$ cat config.mk
export PLATFORM = sky130hd
export DESIGN_NAME = power_down_sequencer_ctrl
export DESIGN_NICKNAME = d
export VERILOG_FILES = /design/src/pd_seq_pkg.sv /design/src/pd_seq_if.sv /design/src/power_down_sequencer_ctrl.sv /design/src/power_down_stepper.sv
export SDC_FILE = /design/constraint.sdc
export NUM_CORES = 1
export LEC_CHECK = 0
export CORE_MARGIN = 1.5
export CORE_UTILIZATION = 64
export DETAILED_ROUTE_END_ITERATION = 16
export DONT_BUFFER_PORTS = 1
export PLACE_DENSITY = 0.8
export SLEW_MARGIN = 20
export SYNTH_ARGS = -nofsm -noshare
export SYNTH_HDL_FRONTEND = slang
export SYNTH_SLANG_ARGS = --single-unit
$ cat constraint.sdc
create_clock -name clk -period 2.9 [get_ports clk]
set_input_delay 0.145 -clock clk [delete_from_list [all_inputs] [get_ports clk]]
set_output_delay 0.145 -clock clk [all_outputs]
set_load 0.05 [all_outputs]
$ cat src/pd_seq_pkg.sv
// constants shared by the power-down slot controller and its stepper
// assumes a 50 MHz clock and word-aligned AHB-Lite register access
package pd_seq_pkg;
	// ************************************************************
	// register indices (byte address is four times the index)
	// ************************************************************
	localparam logic [7:0] IDX_DEEP_OFF = 8'h5B;
	localparam logic [7:0] IDX_BUCK1    = 8'h5F;
	localparam logic [7:0] IDX_BUCK2    = 8'h60;
	localparam logic [7:0] IDX_BUCK3    = 8'h61;
	localparam logic [7:0] IDX_LINEAR1  = 8'h62;
	localparam logic [7:0] IDX_LINEAR2  = 8'h63;
	localparam logic [7:0] IDX_LINEAR3  = 8'h64;
	localparam logic [7:0] IDX_MEMREF   = 8'h65;
	localparam logic [7:0] IDX_STATUS   = 8'h66;
	// ************************************************************
	// fields and reset values
	// ************************************************************
	localparam int         NUM_OUTPUTS      = 7;
	localparam int         SLOT_W           = 3;
	localparam int         DEEP_OFF_BIT     = 1;
	localparam logic       DEEP_OFF_RESET   = 1'b0;
	localparam logic [2:0] LAST_SLOT        = 3'h7;
	localparam logic [2:0] FIRST_SLOT       = 3'h0;
	localparam int         STAT_BUSY_BIT    = 8;
	localparam int         STAT_DONE_BIT    = 9;
	localparam int         STAT_COREOFF_BIT = 10;
	// ************************************************************
	// timing
	// ************************************************************
	localparam int CLK_PERIOD_NS = 20;
	localparam int STEP_TIME_NS  = 2000;
	localparam int STEP_CYCLES   = (STEP_TIME_NS + CLK_PERIOD_NS - 1) / CLK_PERIOD_NS;
	// stepper states, gray along idle -> step -> done
	typedef enum logic [1:0] {
		SEQ_IDLE = 2'b00,
		SEQ_STEP = 2'b01,
		SEQ_DONE = 2'b11
	} seq_state_t;
endpackage

$ cat src/pd_seq_if.sv
// carrier between the register front end and the power-down stepper
// assumes both ends sit on the same clock
`timescale 1ns/100ps
interface pd_seq_if;
	logic [6:0][2:0] slots;
	logic            start;
	logic [6:0]      regOnSet;
	logic [6:0]      regEnable;
	logic            busy;
	logic            done;
	modport ctrl (output slots, start, regOnSet, input regEnable, busy, done);
	modport seq  (input slots, start, regOnSet, output regEnable, busy, done);
endinterface

$ cat src/power_down_sequencer_ctrl.sv
// power-down slot registers with an AHB-Lite slave and the deep-off request
// assumes one clock, zero-wait bus, fused slots stable from reset release
//
// Notes on behaviour
// - deep-off bit set while regulators disabled raises the core-off request
// - each of seven outputs owns its own 3-bit power-down slot field
// - after reset each power-down slot loads that output's power-up slot
// - power-down drops outputs from highest slot value down to lowest
// - all slots zero: every output switches off at once, no ordering
// - host may rewrite slots while system on; next sequence uses them
// - power-up order comes only from fuses or test source, never writes
//
// Decided for this implementation: the AHB-Lite register port.
`timescale 1ns/100ps
module power_down_sequencer_ctrl
	import pd_seq_pkg::*;
#(
	parameter int STEP_COUNT = STEP_CYCLES
) (
	// clock and reset
	input  wire logic            clk,
	input  wire logic            reset_n,
	// ahb-lite slave
	input  wire logic            hsel,
	input  wire logic [31:0]     haddr,
	input  wire logic [1:0]      htrans,
	input  wire logic            hwrite,
	input  wire logic [2:0]      hsize,
	input  wire logic [31:0]     hwdata,
	input  wire logic            hready,
	output      logic            hreadyout,
	output      logic [31:0]     hrdata,
	output      logic            hresp,
	// chip state and fused configuration
	input  wire logic            systemOn,
	input  wire logic            regsDisabled,
	input  wire logic            powerDownStart,
	input  wire logic [6:0][2:0] powerUpSlot,
	input  wire logic [6:0]      regOnSet,
	// regulator control and status
	output      logic [6:0]      regEnable,
	output      logic            sequenceBusy,
	output      logic            sequenceDone,
	output      logic            coreOffRequest
);
	typedef struct packed {
		logic            loaded;
		logic            deepOff;
		logic [6:0][2:0] slots;
		logic            wrPend;
		logic [7:0]      wrIdx;
		logic [31:0]     rdata;
		logic            coreOff;
	} ctrl_state_t;

	ctrl_state_t s;
	ctrl_state_t next_s;
	logic        access;
	logic [7:0]  addrIdx;
	logic [31:0] status;
	pd_seq_if    link ();

	// ************************************************************
	// stepper
	// ************************************************************
	power_down_stepper #(
		.STEP_COUNT (STEP_COUNT)
	) stepper (
		.clk     (clk),
		.reset_n (reset_n),
		.bus     (link.seq)
	);

	// a start while a sequence runs is dropped, not queued
	assign link.start    = powerDownStart & ~link.busy;
	assign link.slots    = s.slots;
	assign link.regOnSet = regOnSet;

	// ************************************************************
	// bus and top-level outputs
	// ************************************************************
	assign access         = hsel & htrans[1] & hready;
	assign addrIdx        = haddr[9:2];
	assign hreadyout      = 1'b1;
	assign hresp          = 1'b0;
	assign hrdata         = s.rdata;
	assign regEnable      = link.regEnable;
	assign sequenceBusy   = link.busy;
	assign sequenceDone   = link.done;
	assign coreOffRequest = s.coreOff;

	// status word seen by software
	always_comb begin
		status                   = '0;
		status[6:0]              = link.regEnable;
		status[STAT_BUSY_BIT]    = link.busy;
		status[STAT_DONE_BIT]    = link.done;
		status[STAT_COREOFF_BIT] = s.coreOff;
	end

	// ************************************************************
	// register file
	// ************************************************************
	always_comb begin
		next_s        = s;
		next_s.loaded = 1'b1;
		// fused slots are caught on the first clock after release
		if (!s.loaded) begin
			next_s.slots = powerUpSlot;
		end
		// write data phase; slot writes only land while the system is on
		if (s.wrPend) begin
			if (s.wrIdx == IDX_DEEP_OFF) begin
				next_s.deepOff = hwdata[DEEP_OFF_BIT];
			end
			for (int i = 0; i < NUM_OUTPUTS; i++) begin
				if (s.wrIdx == IDX_BUCK1 + 8'(i) && systemOn && s.loaded) begin
					next_s.slots[i] = hwdata[SLOT_W-1:0];
				end
			end
		end
		next_s.wrPend = access & hwrite;
		next_s.wrIdx  = addrIdx;
		// read data is built from the updated copy so write-then-read sees it
		next_s.rdata = '0;
		if (access && !hwrite) begin
			if (addrIdx == IDX_DEEP_OFF) begin
				next_s.rdata[DEEP_OFF_BIT] = next_s.deepOff;
			end
			if (addrIdx == IDX_STATUS) begin
				next_s.rdata = status;
			end
			for (int i = 0; i < NUM_OUTPUTS; i++) begin
				if (addrIdx == IDX_BUCK1 + 8'(i)) begin
					next_s.rdata[SLOT_W-1:0] = next_s.slots[i];
				end
			end
		end
		// core-off request holds while both conditions hold
		next_s.coreOff = next_s.deepOff & regsDisabled;
	end

	always_ff @(posedge clk or negedge reset_n) begin
		if (!reset_n) begin
			s <= '{loaded: 1'b0, deepOff: DEEP_OFF_RESET, slots: '0, wrPend: 1'b0,
				wrIdx: 8'h00, rdata: 32'h0, coreOff: 1'b0};
		end else begin
			s <= next_s;
		end
	end
endmodule

$ cat src/power_down_stepper.sv
// power-down stepper: walks slot values downward and drops regulator enables
// assumes start is a one-cycle pulse given only while idle
`timescale 1ns/100ps
module power_down_stepper
	import pd_seq_pkg::*;
#(
	parameter int STEP_COUNT = STEP_CYCLES
) (
	// clock and reset
	input wire logic clk,
	input wire logic reset_n,
	// link to the register front end
	pd_seq_if.seq    bus
);
	localparam int CW = $clog2(STEP_COUNT + 1);
	localparam logic [CW-1:0] CNT_END = CW'(STEP_COUNT - 1);

	typedef struct packed {
		seq_state_t      st;
		logic [2:0]      slot;
		logic [6:0][2:0] snap;
		logic [CW-1:0]   cnt;
		logic [6:0]      en;
	} step_state_t;

	step_state_t s;
	step_state_t next_s;
	logic [6:0]  matchMask;

	// ************************************************************
	// outputs to the front end
	// ************************************************************
	assign bus.regEnable = s.en;
	assign bus.busy      = (s.st == SEQ_STEP);
	assign bus.done      = (s.st == SEQ_DONE);

	// outputs whose slot equals the one being served
	always_comb begin
		for (int i = 0; i < NUM_OUTPUTS; i++) begin
			matchMask[i] = (s.snap[i] == s.slot);
		end
	end

	// ************************************************************
	// sequencing
	// ************************************************************
	always_comb begin
		next_s = s;
		case (s.st)
			SEQ_IDLE: begin
				// power-up side may only raise enables while we are not sequencing
				next_s.en = s.en | bus.regOnSet;
				if (bus.start) begin
					// snapshot so a late rewrite cannot tear a running sequence
					next_s.snap = bus.slots;
					if (bus.slots == '0) begin
						next_s.en = '0;
						next_s.st = SEQ_DONE;
					end else begin
						next_s.slot = LAST_SLOT;
						next_s.cnt  = '0;
						next_s.st   = SEQ_STEP;
					end
				end
			end
			SEQ_STEP: begin
				// all outputs sharing this slot drop together at the step start
				if (s.cnt == '0) begin
					next_s.en = s.en & ~matchMask;
				end
				if (s.cnt == CNT_END) begin
					next_s.cnt = '0;
					if (s.slot == FIRST_SLOT) begin
						next_s.st = SEQ_DONE;
					end else begin
						next_s.slot = s.slot - 3'h1;
					end
				end else begin
					next_s.cnt = s.cnt + CW'(1);
				end
			end
			SEQ_DONE: begin
				next_s.st = SEQ_IDLE;
			end
			default: begin
				next_s.st = SEQ_IDLE;
			end
		endcase
	end

	always_ff @(posedge clk or negedge reset_n) begin
		if (!reset_n) begin
			s <= '{st: SEQ_IDLE, slot: FIRST_SLOT, snap: '0, cnt: '0, en: '0};
		end else begin
			s <= next_s;
		end
	end
endmodule

==> flow_summary.ini <==
[clock_tree]
tritoncts_clock_tree = done
clk_root_buffer_cell = sky130_fd_sc_hd__clkbuf_8
cts_repair_resize_count = 0
htree_num_levels = 3
postCtsSetupRepairBufs = 0
clock_latency_ns = 0.36
postCtsHoldBufs = 25
clock_pin_slew_worst_setup_and_hold_paths_ns = 0.08
clk_path_buf_depth = 2
cts_sinks = 83
cts_inserted_buffers = 9

[worst_setup_path]
worst_setup_path_end_kind = register
arr_time_crit_path_ns = 2.62
cp_top_family = compound AO/OA/AOI/OAI gates
path_max_fanout = 11
timing.setup.critical_path_class = reg2reg
crit_slowest_cell = sky130_fd_sc_hd__dfrtp_1
crit_start_category = register
critical_path_required_ns = 3.13
cp_slowest_stage_delay_ns = 0.60
critical_path_buf_inv_count = 0
path_cells = and3b_1 > nand4_1 > mux2_2 > a2111o_1 > a221oi_2 > o32ai_1

[power]
power_per_cell_area_nw_per_um2 = 729
power.ir.vdd_worst_v = 0.000282
power.static_leakage_nw = 2.21

[sta]
tns_ns = 0
worst_slew_pin_slew_ns = 0.831
post-route-period-util_pct = 82.3
relSlewSlack_pct = 44.3
rsz0062_at_grt = no
finalWorstPathRequiredPeriod_ns = 2.39
finalHoldViolCount = 0
setup_viol = 0
fin_worst_skew_ns = 0.0153
slew_violations = 0
max_freq_ghz = 0.419

[logic_synthesis]
ffs_latches_synth = 83
synth.cell_area_um2 = 4660
synth_top_area_share_pct = 44.6
synth_area_leader_cell = sky130_fd_sc_hd__dfrtp_1
netlist_instances = 440
synth_most_common_cell = sky130_fd_sc_hd__dfrtp_1
synth.yosys.seq_area_share_pct = 44.6
synth-async-reset-ratio_pct = 100
edff_count_synth = 0
synth_commonest_cells = 83 x sky130_fd_sc_hd__dfrtp_1, 49 x sky130_fd_sc_hd__mux2_2, 41 x sky130_fd_sc_hd__buf_4
avgSynthCellArea_um2 = 10.6
ys_types = 62
biggest_area_contributors_in_the_synthesized_netlist = sky130_fd_sc_hd__dfrtp_1 45%, sky130_fd_sc_hd__mux2_2 12%, sky130_fd_sc_hd__buf_4 6.6%, sky130_fd_sc_hd__xor2_1 4.1%, sky130_fd_sc_hd__mux2i_1 2.6%
synthFlopType = sky130_fd_sc_hd__dfrtp_1
ys.warnings.count = 0

[drt]
via_count = 3272
postRouteWirelength_um = 10000
routed_via_density = 5.97
drt-initial-drc-count = 160
detailed_router_iteration_count_before_antenna_repair = 4
post-route-drc-count = 0
number_of_routed_nets_with_antenna_violations = 0
routedWlPerCell_um = 18.3

[cells_and_area]
num-fill-cells = 496
area_delta_synth_final_pct = 6.85
net_count_of_the_finished_layout = 556
multi_input_area_um2 = 2250
seq_cell_area_um2 = 2080
final_layout_size_suffix_gt1_share_pct = 19.0
instances_no_fill = 548
n_antenna_cell = 0

[floorplanning]
initial_utilization_pct = 67.4
design.die.area_um2 = 7800
placementRows = 30
floorplan.die.width_um = 88.3
pin_count = 149
die_height_um = 88.3
core_area_um2 = 6910

[placement]
place.port_buffers = 0
gp_congestion = 0.940
dp_hpwl_um = 7070
post-place-cells = 507

[global_route]
number_of_global_route_vias_before_repair = 3267
global_route.overflow_total = 0
grt_first_pass_wirelength_um = 15800
pin_count_of_the_biggest_net_entering_global_routing = 84
grt_util_all_layers_pct = 27.1
grt_antenna_before_repair = 0

[run]
cap_violations = 0

[status]
status = finished, final reports clean

[min_path]
worstHoldPathType = in2reg
-- placed cells by master (no fill, tap or decap), types with 4 or more instances in the layout --
master                          count
sky130_fd_sc_hd__dfrtp_1           83
sky130_fd_sc_hd__mux2_2            49
sky130_fd_sc_hd__conb_1            25
sky130_fd_sc_hd__dlygate4sd3_1     24
sky130_fd_sc_hd__nor2_1            23
sky130_fd_sc_hd__xor2_1            22
sky130_fd_sc_hd__nand2_1           20
sky130_fd_sc_hd__a21oi_1           17
sky130_fd_sc_hd__and2_1            15
sky130_fd_sc_hd__o21ai_0           14
sky130_fd_sc_hd__mux2i_1           12
sky130_fd_sc_hd__inv_1             10
sky130_fd_sc_hd__nand3_1           10
sky130_fd_sc_hd__nor4_1            10
sky130_fd_sc_hd__nor3_1             9
sky130_fd_sc_hd__clkbuf_8           9
sky130_fd_sc_hd__a22o_1             8
sky130_fd_sc_hd__nand2b_1           7
sky130_fd_sc_hd__and3_1             6
sky130_fd_sc_hd__o31ai_1            6
sky130_fd_sc_hd__buf_4              6
sky130_fd_sc_hd__ha_1               4
-- worst register-to-register path, cell delays in order (launching register included) --
cell	delay [ns]
sky130_fd_sc_hd__dfrtp_1	0.60
sky130_fd_sc_hd__and3b_1	0.29
sky130_fd_sc_hd__nand4_1	0.20
sky130_fd_sc_hd__mux2_2	0.35
sky130_fd_sc_hd__a2111o_1	0.43
sky130_fd_sc_hd__a221oi_2	0.26
sky130_fd_sc_hd__o32ai_1	0.12
-- final cells by class --
cell class / instances / share of cell area [%]
Clock buffer: 9 / 2.49
Clock inverter: 7 / 1.06
Inverter: 11 / 0.830
Multi-Input combinational cell: 311 / 45.2
Sequential cell: 83 / 41.8
Tap cell: 96 / 2.41
Timing Repair Buffer: 31 / 6.29
-- final timing paths --
kind	end	slack, ns	start	cells past startpoint
max in group asynchronous	s[35]	2.23	reset_n	2
worst min register to register	stepper.s[11]	0.53	stepper.s[11]	1
worst max register to register	hrdata[2]	0.51	s[64]	6
min in group asynchronous	stepper.bus.regEnable[3]	0.36	reset_n	2
worst min-delay path	hrdata[2]	0.01	hready	2
worst max-delay path	hrdata[2]	0.51	s[64]	6
-- metal layers --
metal,wire length (µm),GRT usage [%],up-vias
li1,-,-,1521
met1,4000,32.5,1595
met2,5010,46.2,140
met3,774,7.09,16
met4,225,11.9,0
met5,0,0,-
-- registers in the layout (all words and copies together), names as in the netlist --
signal                 cells
stepper.s                 33
link.slots                21
s                         11
hrdata                    10
stepper.bus.regEnable      7
coreOffRequest             1
-- where the power goes --
part	total (mW)	internal, mW	switching, mW
registers	1.97	1.45	0.525
logic	0.899	0.471	0.428
clock network	0.754	0.315	0.439
total	3.63	2.24	1.39
-- cell families (layout without fill, tap and decap cells) --
| family | Yosys count | after routing | synth area share, % |
|---|---|---|---|
| flops | 83 | 83 | 44.6 |
| xor+xnor | 23 | 23 | 4.33 |
| fa+ha+maj | 4 | 4 | 1.08 |
| mux | 63 | 63 | 15.2 |
| other cells | 2 | 25 | 0.161 |
| buf+inv | 69 | 58 | 8.98 |
| compound gates | 69 | 69 | 10.3 |
| simple gates | 127 | 127 | 15.3 |
-- through the flow --
step	hold WS [ns]	power (mW)	util, %	setup WS (ns)	cell area (µm²)
final	0.0148	3.63	72.0	0.514	4970
after global placement	-0.149	2.77	65.6	0.567	4530
after global routing	0.0276	3.85	72.0	0.391	4970
after floorplan	-0.151	2.73	-	0.820	4740
after CTS	0.0131	3.63	72.0	0.524	4970
after detailed placement	-0.149	2.82	65.6	0.565	4530
No activity file was read; power rests on OpenSTA's default activity.
